==> src/hw/vtm_pkg.sv <==
`default_nettype none
package vtm_pkg;
  // ==========================================================
  // Register byte offsets
  localparam logic [7:0] OFS_EXIT_CTL       = 8'h00;
  localparam logic [7:0] OFS_ENTRY_CTL      = 8'h04;
  localparam logic [7:0] OFS_EXIT_ST_CNT    = 8'h08;
  localparam logic [7:0] OFS_EXIT_ST_LO     = 8'h0C;
  localparam logic [7:0] OFS_EXIT_ST_HI     = 8'h10;
  localparam logic [7:0] OFS_EXIT_LD_CNT    = 8'h14;
  localparam logic [7:0] OFS_EXIT_LD_LO     = 8'h18;
  localparam logic [7:0] OFS_EXIT_LD_HI     = 8'h1C;
  localparam logic [7:0] OFS_ENTRY_LD_CNT   = 8'h20;
  localparam logic [7:0] OFS_ENTRY_LD_LO    = 8'h24;
  localparam logic [7:0] OFS_ENTRY_LD_HI    = 8'h28;
  localparam logic [7:0] OFS_EXIT_CAP_LO    = 8'h2C;
  localparam logic [7:0] OFS_EXIT_CAP_HI    = 8'h30;
  localparam logic [7:0] OFS_TEXIT_CAP_LO   = 8'h34;
  localparam logic [7:0] OFS_TEXIT_CAP_HI   = 8'h38;
  localparam logic [7:0] OFS_ENTRY_CAP_LO   = 8'h3C;
  localparam logic [7:0] OFS_ENTRY_CAP_HI   = 8'h40;
  localparam logic [7:0] OFS_TENTRY_CAP_LO  = 8'h44;
  localparam logic [7:0] OFS_TENTRY_CAP_HI  = 8'h48;
  localparam logic [7:0] OFS_MISC_CAP       = 8'h4C;
  localparam logic [7:0] OFS_STATUS         = 8'h50;
  localparam logic [7:0] OFS_CMD            = 8'h54;
  // ==========================================================
  // Control vector bit positions
  localparam int unsigned EN_DBG     = 2;
  localparam int unsigned EN_LMGUEST = 9;
  localparam int unsigned EN_SYSMGMT = 10;
  localparam int unsigned EN_DUALOFF = 11;
  localparam int unsigned EN_PERF    = 13;
  localparam int unsigned EN_PAT     = 14;
  localparam int unsigned EN_EFER    = 15;
  localparam int unsigned EX_HOST64  = 9;
  localparam int unsigned MISC_LMSV  = 5;
  localparam int unsigned CMD_ENTRY  = 0;
  localparam int unsigned CMD_EXIT   = 1;
  // ==========================================================
  // Capability defaults: low word allowed-zero, high word allowed-one
  localparam logic [31:0] EXIT_DEF1  = 32'h0003_6DFF;
  localparam logic [31:0] ENTRY_DEF1 = 32'h0000_11FF;
  localparam logic [31:0] EXIT_ALLOW1  = 32'h007F_FFFF;
  localparam logic [31:0] ENTRY_ALLOW1 = 32'h0000_FFFF;
  localparam logic [31:0] EXIT_TRUE0  = 32'h0003_6DFB;
  localparam logic [31:0] ENTRY_TRUE0 = 32'h0000_11FB;
  localparam logic [31:0] MISC_VAL    = 32'h0000_0020;
  localparam logic [31:0] ZERO32      = 32'h0000_0000;
  localparam logic [3:0]  ALIGN_MASK  = 4'hF;
  // ==========================================================
  typedef enum logic [1:0] {
    VTM_ROOT  = 2'b00,
    VTM_GUEST = 2'b01
  } vtm_mode_e;
  typedef struct packed {
    logic [31:0] count;
    logic [63:0] base;
  } vtm_list_s;
  typedef struct packed {
    logic dbg;
    logic perf;
    logic pat;
    logic efer;
    logic sys_mgmt;
    logic dual_off;
    logic lm_guest;
  } vtm_load_s;
endpackage : vtm_pkg
`default_nettype wire

==> src/hw/vtm_list_check.sv <==
`default_nettype none
module vtm_list_check (
  // List descriptor
  input  wire vtm_pkg::vtm_list_s desc,
  // Verdict
  output logic                    active,
  output logic                    bad_align
);
  import vtm_pkg::*;
  // ==========================================================
  // Zero count skips the area and waives alignment
  assign active    = (desc.count != ZERO32);
  assign bad_align = active &&
                     ((desc.base[3:0] & ALIGN_MASK) != 4'h0);
endmodule : vtm_list_check
`default_nettype wire

==> src/hw/vtm_bank.sv <==
// Design decisions made here: the address map and register access over AHB-Lite.
`default_nettype none
module vtm_bank (
  // Clock and reset
  input  wire logic              hclk,
  input  wire logic              hresetn,
  input  wire logic              clk_en,
  // AHB-Lite slave
  input  wire logic              hsel,
  input  wire logic [7:0]        haddr,
  input  wire logic [1:0]        htrans,
  input  wire logic              hwrite,
  input  wire logic [2:0]        hsize,
  input  wire logic [31:0]       hwdata,
  input  wire logic              hready,
  output logic [31:0]            hrdata,
  output logic                   hreadyout,
  output logic                   hresp,
  // Processor state
  input  wire logic              long_mode_enable_flag,
  input  wire logic              in_system_management_mode,
  output logic                   long_mode_active_flag,
  output logic                   host_64bit_mode,
  output logic                   virtualization_active,
  output vtm_pkg::vtm_load_s     entry_loads,
  output logic                   entry_done,
  output logic                   entry_failed,
  output logic                   exit_done
);
  import vtm_pkg::*;
  // ==========================================================
  // Bus address phase capture
  logic        wr_pend_r;
  logic [7:0]  wr_addr_r;
  logic [31:0] exit_ctl_r;
  logic [31:0] entry_control_vector_r;
  logic [31:0] entry_control_vector_nxt;
  vtm_list_s   exit_list_store_r;
  vtm_list_s   exit_list_load_r;
  vtm_list_s   entry_list_load_r;
  vtm_mode_e   mode_r;
  vtm_mode_e   mode_nxt;
  logic        lma_r;
  logic        lma_nxt;
  logic        host64_r;
  logic        guest_r;
  logic        done_r;
  logic        fail_r;
  logic        xdone_r;
  logic        last_fail_r;
  vtm_load_s   loads_r;
  logic [31:0] rdata_r;
  wire         acc   = hsel && hready && htrans[1];
  wire         rd_go = acc && !hwrite;
  wire         wr_go = wr_pend_r;
  wire         cmd_wr = wr_go && (wr_addr_r == OFS_CMD);
  wire         do_entry = cmd_wr && hwdata[CMD_ENTRY];
  wire         do_exit  = cmd_wr && hwdata[CMD_EXIT] && !hwdata[CMD_ENTRY];
  // ==========================================================
  // Reserved-bit checks against capability values
  wire exit_ok  = ((exit_ctl_r & EXIT_TRUE0) == EXIT_TRUE0) &&
                  ((exit_ctl_r & ~EXIT_ALLOW1) == ZERO32);
  wire entry_ok = ((entry_control_vector_r & ENTRY_TRUE0) == ENTRY_TRUE0) &&
                  ((entry_control_vector_r & ~ENTRY_ALLOW1) == ZERO32);
  // Software promise: bits 10 and 11 only from system management
  wire sysmgmt_ok = in_system_management_mode ||
                    (!entry_control_vector_r[EN_SYSMGMT] &&
                     !entry_control_vector_r[EN_DUALOFF]);
  // ==========================================================
  // List descriptor checks
  logic es_act, es_bad, el_act, el_bad, nl_act, nl_bad;
  vtm_list_check u_chk_exit_store (
    .desc      (exit_list_store_r),
    .active    (es_act),
    .bad_align (es_bad)
  );
  vtm_list_check u_chk_exit_load (
    .desc      (exit_list_load_r),
    .active    (el_act),
    .bad_align (el_bad)
  );
  vtm_list_check u_chk_entry_load (
    .desc      (entry_list_load_r),
    .active    (nl_act),
    .bad_align (nl_bad)
  );
  // Misaligned active lists also fail entry; idle lists never do
  wire lists_ok  = !es_bad && !el_bad && !nl_bad;
  wire entry_pass = exit_ok && entry_ok && sysmgmt_ok && lists_ok;
  // ==========================================================
  // Transition state
  always_comb begin
    mode_nxt = mode_r;
    lma_nxt  = lma_r;
    if (do_entry && entry_pass) begin
      mode_nxt = VTM_GUEST;
      lma_nxt  = entry_control_vector_r[EN_LMGUEST];
    end else if (do_exit && mode_r == VTM_GUEST) begin
      mode_nxt = VTM_ROOT;
      lma_nxt  = exit_ctl_r[EX_HOST64];
    end else if (mode_r == VTM_ROOT) begin
      lma_nxt  = long_mode_enable_flag;
    end
  end
  // Exit records guest long mode into entry bit 9
  always_comb begin
    entry_control_vector_nxt = entry_control_vector_r;
    if (wr_go && wr_addr_r == OFS_ENTRY_CTL) begin
      entry_control_vector_nxt = hwdata;
    end
    if (do_exit && mode_r == VTM_GUEST && MISC_VAL[MISC_LMSV]) begin
      entry_control_vector_nxt[EN_LMGUEST] = lma_r;
    end
  end
  // ==========================================================
  // Register writes
  always_ff @(posedge hclk or negedge hresetn) begin
    if (!hresetn) begin
      exit_ctl_r             <= EXIT_DEF1;
      entry_control_vector_r <= ENTRY_DEF1;
      exit_list_store_r      <= '0;
      exit_list_load_r       <= '0;
      entry_list_load_r      <= '0;
    end else if (clk_en) begin
      entry_control_vector_r <= entry_control_vector_nxt;
      if (wr_go) begin
        if (wr_addr_r == OFS_EXIT_CTL) begin
          exit_ctl_r <= hwdata;
        end else if (wr_addr_r == OFS_EXIT_ST_CNT) begin
          exit_list_store_r.count <= hwdata;
        end else if (wr_addr_r == OFS_EXIT_ST_LO) begin
          exit_list_store_r.base[31:0] <= hwdata;
        end else if (wr_addr_r == OFS_EXIT_ST_HI) begin
          exit_list_store_r.base[63:32] <= hwdata;
        end else if (wr_addr_r == OFS_EXIT_LD_CNT) begin
          exit_list_load_r.count <= hwdata;
        end else if (wr_addr_r == OFS_EXIT_LD_LO) begin
          exit_list_load_r.base[31:0] <= hwdata;
        end else if (wr_addr_r == OFS_EXIT_LD_HI) begin
          exit_list_load_r.base[63:32] <= hwdata;
        end else if (wr_addr_r == OFS_ENTRY_LD_CNT) begin
          entry_list_load_r.count <= hwdata;
        end else if (wr_addr_r == OFS_ENTRY_LD_LO) begin
          entry_list_load_r.base[31:0] <= hwdata;
        end else if (wr_addr_r == OFS_ENTRY_LD_HI) begin
          entry_list_load_r.base[63:32] <= hwdata;
        end
      end
    end
  end
  // ==========================================================
  // Bus phase and transition outputs
  always_ff @(posedge hclk or negedge hresetn) begin
    if (!hresetn) begin
      wr_pend_r   <= 1'b0;
      wr_addr_r   <= 8'h00;
      mode_r      <= VTM_ROOT;
      lma_r       <= 1'b0;
      host64_r    <= 1'b0;
      guest_r     <= 1'b0;
      done_r      <= 1'b0;
      fail_r      <= 1'b0;
      xdone_r     <= 1'b0;
      last_fail_r <= 1'b0;
      loads_r     <= '0;
    end else if (clk_en) begin
      wr_pend_r <= acc && hwrite;
      if (acc) begin
        wr_addr_r <= haddr;
      end
      mode_r  <= mode_nxt;
      guest_r <= (mode_nxt == VTM_GUEST);
      lma_r   <= lma_nxt;
      done_r  <= do_entry && entry_pass;
      fail_r  <= do_entry && !entry_pass;
      xdone_r <= do_exit && mode_r == VTM_GUEST;
      if (do_entry) begin
        last_fail_r <= !entry_pass;
      end
      if (do_exit && mode_r == VTM_GUEST) begin
        host64_r <= exit_ctl_r[EX_HOST64];
      end
      if (do_entry && entry_pass) begin
        loads_r.dbg      <= entry_control_vector_r[EN_DBG];
        loads_r.perf     <= entry_control_vector_r[EN_PERF];
        loads_r.pat      <= entry_control_vector_r[EN_PAT];
        loads_r.efer     <= entry_control_vector_r[EN_EFER];
        loads_r.sys_mgmt <= entry_control_vector_r[EN_SYSMGMT];
        loads_r.dual_off <= entry_control_vector_r[EN_DUALOFF];
        loads_r.lm_guest <= entry_control_vector_r[EN_LMGUEST];
      end
    end
  end
  // ==========================================================
  // Read decode; capabilities are constant
  logic [31:0] rd_mux;
  always_comb begin
    if (haddr == OFS_EXIT_CTL) rd_mux = exit_ctl_r;
    else if (haddr == OFS_ENTRY_CTL) rd_mux = entry_control_vector_r;
    else if (haddr == OFS_EXIT_ST_CNT) rd_mux = exit_list_store_r.count;
    else if (haddr == OFS_EXIT_ST_LO) rd_mux = exit_list_store_r.base[31:0];
    else if (haddr == OFS_EXIT_ST_HI) rd_mux = exit_list_store_r.base[63:32];
    else if (haddr == OFS_EXIT_LD_CNT) rd_mux = exit_list_load_r.count;
    else if (haddr == OFS_EXIT_LD_LO) rd_mux = exit_list_load_r.base[31:0];
    else if (haddr == OFS_EXIT_LD_HI) rd_mux = exit_list_load_r.base[63:32];
    else if (haddr == OFS_ENTRY_LD_CNT) rd_mux = entry_list_load_r.count;
    else if (haddr == OFS_ENTRY_LD_LO) rd_mux = entry_list_load_r.base[31:0];
    else if (haddr == OFS_ENTRY_LD_HI) rd_mux = entry_list_load_r.base[63:32];
    else if (haddr == OFS_EXIT_CAP_LO) rd_mux = EXIT_DEF1;
    else if (haddr == OFS_EXIT_CAP_HI) rd_mux = EXIT_ALLOW1;
    else if (haddr == OFS_TEXIT_CAP_LO) rd_mux = EXIT_TRUE0;
    else if (haddr == OFS_TEXIT_CAP_HI) rd_mux = EXIT_ALLOW1;
    else if (haddr == OFS_ENTRY_CAP_LO) rd_mux = ENTRY_DEF1;
    else if (haddr == OFS_ENTRY_CAP_HI) rd_mux = ENTRY_ALLOW1;
    else if (haddr == OFS_TENTRY_CAP_LO) rd_mux = ENTRY_TRUE0;
    else if (haddr == OFS_TENTRY_CAP_HI) rd_mux = ENTRY_ALLOW1;
    else if (haddr == OFS_MISC_CAP) rd_mux = MISC_VAL;
    else if (haddr == OFS_STATUS)
      rd_mux = {27'h0, last_fail_r, nl_act, el_act, es_act,
                mode_r == VTM_GUEST};
    else rd_mux = ZERO32;
  end
  always_ff @(posedge hclk or negedge hresetn) begin
    if (!hresetn) begin
      rdata_r <= 32'h0000_0000;
    end else if (clk_en && rd_go) begin
      rdata_r <= rd_mux;
    end
  end
  // ==========================================================
  // Outputs from flops except constant hreadyout and hresp; zero wait state, always OKAY
  assign hrdata                = rdata_r;
  assign hreadyout             = 1'b1;
  assign hresp                 = 1'b0;
  assign long_mode_active_flag = lma_r;
  assign host_64bit_mode       = host64_r;
  assign virtualization_active = guest_r;
  assign entry_loads           = loads_r;
  assign entry_done            = done_r;
  assign entry_failed          = fail_r;
  assign exit_done             = xdone_r;
  // ==========================================================
  // Checks
  property p_fail_bad;
    @(posedge hclk) disable iff (!hresetn)
    (clk_en && do_entry && !entry_ok) |=> entry_failed && !entry_done;
  endproperty
  a_fail_bad: assert property (p_fail_bad)
    else $error("entry with bad reserved bits not failed");
  property p_lma_track;
    @(posedge hclk) disable iff (!hresetn)
    (clk_en && mode_r == VTM_ROOT && !do_entry) |=>
      long_mode_active_flag == $past(long_mode_enable_flag);
  endproperty
  a_lma_track: assert property (p_lma_track)
    else $error("long mode active does not follow enable");
  property p_lm_entry;
    @(posedge hclk) disable iff (!hresetn)
    (clk_en && do_entry && entry_pass) |=>
      long_mode_active_flag == $past(entry_control_vector_r[EN_LMGUEST]);
  endproperty
  a_lm_entry: assert property (p_lm_entry)
    else $error("entry bit 9 not copied to long mode active");
  property p_exit64;
    @(posedge hclk) disable iff (!hresetn)
    (clk_en && do_exit && mode_r == VTM_GUEST) |=>
      host_64bit_mode == $past(exit_ctl_r[EX_HOST64]) && exit_done;
  endproperty
  a_exit64: assert property (p_exit64)
    else $error("exit bit 9 not applied");
  property p_save_lm;
    @(posedge hclk) disable iff (!hresetn)
    (clk_en && do_exit && mode_r == VTM_GUEST) |=>
      entry_control_vector_r[EN_LMGUEST] == $past(lma_r);
  endproperty
  a_save_lm: assert property (p_save_lm)
    else $error("exit did not record long mode active");
  property p_loads;
    @(posedge hclk) disable iff (!hresetn)
    (clk_en && do_entry && entry_pass) |=>
      entry_loads.dbg == $past(entry_control_vector_r[EN_DBG]) &&
      entry_loads.efer == $past(entry_control_vector_r[EN_EFER]);
  endproperty
  a_loads: assert property (p_loads)
    else $error("entry load selects not captured");
  property p_sysmgmt;
    @(posedge hclk) disable iff (!hresetn)
    (clk_en && do_entry && !in_system_management_mode &&
     entry_control_vector_r[EN_SYSMGMT]) |=> entry_failed;
  endproperty
  a_sysmgmt: assert property (p_sysmgmt)
    else $error("system management entry from outside accepted");
  property p_guest;
    @(posedge hclk) disable iff (!hresetn)
    entry_done |-> virtualization_active;
  endproperty
  a_guest: assert property (p_guest)
    else $error("entry done without guest mode");
  property p_dual_off;
    @(posedge hclk) disable iff (!hresetn)
    (clk_en && do_entry && !in_system_management_mode &&
     entry_control_vector_r[EN_DUALOFF]) |=> entry_failed;
  endproperty
  a_dual_off: assert property (p_dual_off)
    else $error("default interrupt handling entry from outside accepted");
  property p_perf_pat;
    @(posedge hclk) disable iff (!hresetn)
    (clk_en && do_entry && entry_pass) |=>
      entry_loads.perf == $past(entry_control_vector_r[EN_PERF]) &&
      entry_loads.pat == $past(entry_control_vector_r[EN_PAT]);
  endproperty
  a_perf_pat: assert property (p_perf_pat)
    else $error("perf or attribute load select not captured");
  property p_align;
    @(posedge hclk) disable iff (!hresetn)
    (clk_en && do_entry && nl_act &&
     (entry_list_load_r.base[3:0] & ALIGN_MASK) != 4'h0) |=> entry_failed;
  endproperty
  a_align: assert property (p_align)
    else $error("misaligned entry list accepted");
  property p_zero_skip;
    @(posedge hclk) disable iff (!hresetn)
    (clk_en && do_entry && exit_ok && entry_ok && sysmgmt_ok &&
     !es_act && !el_act && !nl_act) |=> entry_done;
  endproperty
  a_zero_skip: assert property (p_zero_skip)
    else $error("entry with idle lists not taken");
endmodule : vtm_bank
`default_nettype wire

==> config.mk <==
export PLATFORM = sky130hd
export DESIGN_NAME = vtm_bank
export DESIGN_NICKNAME = d
export VERILOG_FILES = /design/src/hw/vtm_pkg.sv /design/src/hw/vtm_list_check.sv /design/src/hw/vtm_bank.sv
export SDC_FILE = /design/constraint.sdc
export NUM_CORES = 1
export LEC_CHECK = 0
export CORE_ASPECT_RATIO = 1.75
export CORE_MARGIN = 1.5
export CORE_UTILIZATION = 65
export DETAILED_ROUTE_END_ITERATION = 6
export DONT_BUFFER_PORTS = 1
export PLACE_DENSITY = 0.81
export SLEW_MARGIN = 20
export SYNTH_ARGS = -nofsm -noshare
export SYNTH_HDL_FRONTEND = slang
export SYNTH_SLANG_ARGS = --single-unit
==> constraint.sdc <==
create_clock -name hclk -period 4.68 [get_ports hclk]
set_input_delay 0.468 -clock hclk [delete_from_list [all_inputs] [get_ports hclk]]
set_output_delay 0.468 -clock hclk [all_outputs]
set_load 0.05 [all_outputs]
; ---- Word level (Yosys, flattened, before mapping)
; Cells that the tools add are included.
[word_totals]
wordCells = 165
reg_bits = 409
in_bits = 53
out_inout_bits = 47
[classes]
reduce_logical = 63
mux = 28
bitwise = 9
n_eq_ne = 35
[ops]
columns = op, n
row1 = $mux W32, 11
row2 = $reduce_bool A32 Y1, 3
row3 = $mux W23, 4
row4 = $eq A8 B6 Y1 const B, 11
row5 = $eq A8 B5 Y1 const B, 8
row6 = $logic_not A32 Y1, 2
row7 = $mux W16, 4
row8 = $eq A8 B7 Y1 const B, 6
row9 = $eq A8 B4 Y1 const B, 4
row10 = $logic_and A1 B1 Y1, 24
row11 = $eq A8 B3 Y1 const B, 2
row12 = $logic_not A8 Y1, 2
row13 = $eq A14 B14 Y1 const B, 1
row14 = $reduce_and A2 Y1, 7
row15 = $reduce_and A12 Y1, 1
row16 = $reduce_bool A4 Y1, 3
row17 = $reduce_and A11 Y1, 1
row18 = $mux W10, 1
row19 = $reduce_and A10 Y1, 1
row20 = $eq A9 B9 Y1 const B, 1
row21 = $not A1 Y1, 9
row22 = $reduce_and A9 Y1, 1
row23 = $logic_not A1 Y1, 8
row24 = $reduce_and A8 Y1, 1
row25 = other kinds (14), 19

; ---- Depth between registers and ports, before layout
[depth]
depth_word = 22
ltp_mapped = 10

; ---- Cells and area by module
; A second synthesis with hierarchy kept.
[unflattened]
hier_cells = 1683
area_unflattened_um2 = 19776.5
[by_module_without_submodules]
columns = module, area_per_inst_um2, n_inst, cells_each
row1 = vtm_bank, 19506.2, 1, 1644
row2 = vtm_list_check, 90.1, 3, 13

; ---- Least setup slack after synthesis
; Ideal clock, no wire load.
[synth_path]
path_type = register -> register
start = register entry_control_vector_r[30]
end = register loads_r, in the netlist entry_loads[0]
arrival_time_ps = 2473
setup_time_ps = 125
stages_incl_launch_ff = 7
slack_ps = 2082
path_cell_list = dfrtp_1 > or4_1 > or4_1 > nor4_2 > nand4_2 > nor3_4 > mux2_2
[synth_between]
elab_chain_cells = 7
[synth_rtl]
columns = item, line_no
row1 = start: declaration, vtm_bank.sv:36  ; logic [31:0] entry_control_vector_r;
row2 = start signal: assignment, vtm_bank.sv:125  ; entry_control_vector_r <= entry_control_vector_nxt;
row3 = $logic_not A32 Y1, vtm_bank.sv:64  ; ((entry_control_vector_r & ~ENTRY_ALLOW1) == ZERO32);
row4 = $logic_and A1 B1 Y1, vtm_bank.sv:63  ; wire entry_ok = ((entry_control_vector_r & ENTRY_TRUE0) == ENTRY_TRUE0) &&
row5 = $logic_and A1 B1 Y1 (3 in series), vtm_bank.sv:89  ; wire entry_pass = exit_ok && entry_ok && sysmgmt_ok && lists_ok;
row6 = $logic_and A1 B1 Y1, vtm_bank.sv:183  ; if (do_entry && entry_pass) begin
row7 = $reduce_and A2 Y1 (no line), -
row8 = end: declaration, vtm_bank.sv:51  ; vtm_load_s loads_r;
; Every way passes these cells.
; A chain may end at the register's enable or synchronous reset.

; ---- Worst setup path in the final report
[layout_path]
start = register exit_list_store_r[74] (netlist name)
end = register loads_r, in the netlist entry_loads[6]
[layout_between]
elab_chain_cells = 8
[layout_rtl]
columns = item, line_no
row1 = start: declaration, vtm_bank.sv:38  ; vtm_list_s exit_list_store_r;
row2 = $reduce_bool A32 Y1, vtm_list_check.sv:12  ; assign active = (desc.count != ZERO32);
row3 = $logic_and A1 B1 Y1, vtm_list_check.sv:13  ; assign bad_align = active &&
row4 = $logic_not A1 Y1, vtm_bank.sv:88  ; wire lists_ok = !es_bad && !el_bad && !nl_bad;
row5 = $logic_and A1 B1 Y1 (2 in series), vtm_bank.sv:88
row6 = $logic_and A1 B1 Y1, vtm_bank.sv:89
row7 = $logic_and A1 B1 Y1, vtm_bank.sv:183
row8 = $reduce_and A2 Y1 (no line), -
; Every way passes these cells.

==> results.md <==
- The flow ran to the end, but the final reports show violations.
- The checks that failed: negative hold slack.
- The critical path capture point type is a flip-flop.
- By area the synthesized netlist is led by sky130_fd_sc_hd__dfrtp_1 50%, sky130_fd_sc_hd__mux2_2 22%, sky130_fd_sc_hd__dfstp_2 3.4%.
- The total track usage is 42.94%.
- Power spread over the standard cell area amounts to 358.5 nW/um^2.
- Among all cell types in the netlist, the one instantiated most often is sky130_fd_sc_hd__dfrtp_1.
- The I/O pin count is 100.
- On the final layout, the worst hold slack is -390.3 ps.
- The worst setup path is launched from a flip-flop.
- The region available for standard cell placement spans 29290 sq um.
- The initial antenna violation count was 0.
- Counting flops with an async set or reset pin after synthesis yields a share of 100.0%.
- The tree built by TritonCTS fans out to 409 sinks.
- The hold violation count in the final report was 389.
- The sum of net half-perimeters after detailed placement is 39980 um.
- The source-to-sink clock delay at the later pin of the worst-skew pair is 560 ps.
- The number of instances in the synthesized netlist is 1612.
- Yosys mapped a number of flops with a built-in enable equal to 0.
- The worst path in the final design needs a cycle of 3455 ps, including I/O delays and setup.
- The sum of negative setup slack is 0 ps.
- The number of filler instances in the final layout is 2085.
- The max capacitance violation total is 0.
- The setup fix buffers added after clock tree synthesis is 0.
- The count of port buffers added during placement is 0.
- Sorting the synthesized cells by how often they occur yields 384 x sky130_fd_sc_hd__dfrtp_1, 373 x sky130_fd_sc_hd__mux2_2, 106 x sky130_fd_sc_hd__clkbuf_1.
- The first global-routing pass estimated 96210 um of wire.
- The count of hold-fix buffers inserted at cts is 1.
- The via count of the first global-routing pass is 15180.
- The number of detailed-routing iterations run before antenna repair is 7.
- The startpoint of the lowest-slack register-to-register path is exit_list_store_r[74].
- The count of inserted antenna diode cells is 0.
- The total number of yosys warnings is 0.
- Clock tree synthesis inserted a total of 37 buffers.
- The worst setup path is of the reg -> reg kind.
- From bottom edge to top edge, the die measures 230.7 um.
- Summed over its instances, the top area cell type makes up 49.92% of the synthesized netlist area.
- The commonest register cell after synthesis is sky130_fd_sc_hd__dfrtp_1.
- The final cycle utilization of the critical path is 73.83%.
- The initialized floorplan defines 83 standard-cell rows.
- For this design the static power due to leakage is 0.009655 uW.
- Entering global routing, the biggest net connects 410 pins.
- After clock tree synthesis, the clock-pin slew on the worst setup and hold paths is 70 ps.
- TritonCTS built the clock tree.
- The initial core utilization is 65.73%.
- The number of nets in the layout is 1602.
- Data arrives at the worst endpoint at 3890 ps.
- The required time at the endpoint of the critical path is 5120 ps.
- The cell type with the largest total area after synthesis is sky130_fd_sc_hd__dfrtp_1.
- The detailed router finished its first iteration with 1921 violations.
- The worst slew margin relative to its limit is 15.12%.
- The routed wire length is 64900 um.
- The portion of the post-synthesis area used by sequential elements is 53.33%.
- In this run the remaining antenna-violating nets after routing total 0.
- A synthesized cell averages 11.94 sq um.
- The post-route netlist has 32.70% of its cells at a drive strength greater than 1.
- The total setup violations reported at the end of the flow is 0.
- The number of nets handed over by synthesis was 1665.
- The number of DRC violations after detailed routing is 0.
- Summing all flip-flop and latch instances after layout gives 10270 sq um.
- The path class of the tightest hold or removal check is in -> async.
- The total non-filler cell area in the finished layout is 20700 sq um.
- The largest buffer count on any clock path is 3.
- Across all register-to-register paths, the minimum setup slack is 1220 ps.
- The vias per cell is 7.622.
- Compared with the post-synthesis result, the final layout area differs by 7.553%.
- The root cell of the clock tree is sky130_fd_sc_hd__clkbuf_16.
- The end of the worst register-to-register path is entry_loads[6].
- The area of the die is 30700 sq um.
- The slew at the pin closest to its max-slew limit is 1262 ps.
- The netlist area before placement is 19250 sq um.
- In this run the worst path has a maximum fanout of 9.
- The post-cts resize count is 0.
- The largest clock skew in the final design is 17.89 ps.
- The worst vdd rail ir drop is 300.1 uV.
- Setup repair after global routing left no endpoint under its margin.
- Routability-driven placement finished with a final weighted congestion of 0.9566.
- The clock tree synthesis step divided the H-tree into 2 levels.
- The maximum clock frequency is 289.4 MHz.
- In this run, synthesis produced a sequential element count of 409.
- In the final routed layout, each cell accounts on average for 33.11 um.
- The worst register-to-register path has a depth of 6.
- From left edge to right edge, the die measures 133.1 um.
- The total overflow reported by the global router is 0.
- Summing all multi-input logic gate instances after layout gives 8512 sq um.
- The final route contains 14940 vias.
- In this run, distinct cell masters in the synthesized netlist total 71.
- The count of pins over their slew limit is 0.
- In this run the cell area measured after placement is 19550 sq um.
[metal layers]
layer  vias to the layer above  routed length [um]  GRT usage, %
met5                         -                   0             0
met4                         0                6486         34.72
met3                       398                7572         10.96
met2                      1144               29490         66.46
met1                      7476               21350         50.65
li1                       5921                   -             -
[layout make-up]
type,count,area share [%]
clock inverters,8,0.2296
multi-input cells,1058,41.11
repair buffers,37,1.414
inverters,6,0.1088
well taps,382,2.309
clock buffers,60,5.240
flip-flops and latches,409,49.59
[sequential cells by signal, indices dropped and copies added (netlist names), 2 cells and up]
register / cells
exit_ctl_r: 32
wr_addr_r: 8
entry_loads: 7
entry_list_load_r: 96
exit_list_store_r: 96
entry_control_vector_r: 32
mode_r: 2
hrdata: 32
exit_list_load_r: 96
[kinds of logic (layout without fill, tap and decap cells)]
family / count (synthesis) / count (layout) / synth area share [%]
buf+inv: 145 / 111 / 2.879
other cells: 2 / 2 / 0.03901
compound gates: 380 / 380 / 13.06
flops: 409 / 409 / 53.33
simple gates: 286 / 286 / 7.988
mux: 390 / 390 / 22.70
[power breakdown]
group | internal (uW) | leakage [uW] | switching (uW)
logic | 210 | 0.00355 | 248
registers | 3710 | 0.00555 | 300
clock network | 1600 | 0.000556 | 1360
[worst max-delay path by stage]
stage                                from              to  cells past startpoint  slack, ps
5_1_grt             exit_list_store_r[74]  entry_loads[5]                      6       1200
4_1_cts        entry_control_vector_r[30]  entry_loads[3]                      6       1410
6_report            exit_list_store_r[74]  entry_loads[6]                      6       1220
3_5_place_dp   entry_control_vector_r[30]  entry_loads[1]                      6       1420
3_3_place_gp                     haddr[3]       hrdata[1]                      7       1480
2_1_floorplan  entry_control_vector_r[30]  entry_loads[0]                      6       2080
[critical path, cell delays in order (launching register included)]
cell                      delay (ps)
sky130_fd_sc_hd__dfrtp_1         400
sky130_fd_sc_hd__nor4_1         1060
sky130_fd_sc_hd__nand4_1         300
sky130_fd_sc_hd__o21ai_0         360
sky130_fd_sc_hd__nand4_2         240
sky130_fd_sc_hd__nor3_4          570
sky130_fd_sc_hd__mux2_2          410
[layout by cell type (no fill, tap or decap), drive strengths merged, types with 7 or more instances in the layout]
master,count
dfrtp,384
mux2,373
o21ai,89
a21oi,83
nand2,79
nor2,70
clkbuf,60
o22ai,41
buf,36
nor4,33
dfstp,25
a22oi,24
mux2i,17
a221oi,17
nand4,15
nor3,13
o211ai,11
a222oi,11
nand3,11
nor2b,10
nor4b,10
a211oi,9
a2bb2oi,9
a31oi,9
o22a,8
clkinv,8
or4,7
a211o,7
a21o,7
[through the flow]
| step | utilization [%] | std cells | total power [uW] | worst slack, ps | hold slack [ps] |
|---|---|---|---|---|---|
| 3_5_place_dp | 66.77 | 1891 | 4499 | 1421 | 186.3 |
| 4_1_cts | 70.67 | 1960 | 7385 | 1407 | -389.6 |
| 2_1_floorplan | - | 1612 | 4361 | 2082 | 172.4 |
| 3_3_place_gp | 66.75 | 1891 | 4474 | 1477 | 189.1 |
| 5_1_grt | 70.70 | 1960 | 7600 | 1199 | -392.7 |
| 6_report | 70.70 | 1960 | 7423 | 1225 | -390.3 |
No activity file was read; power rests on OpenSTA's default activity.
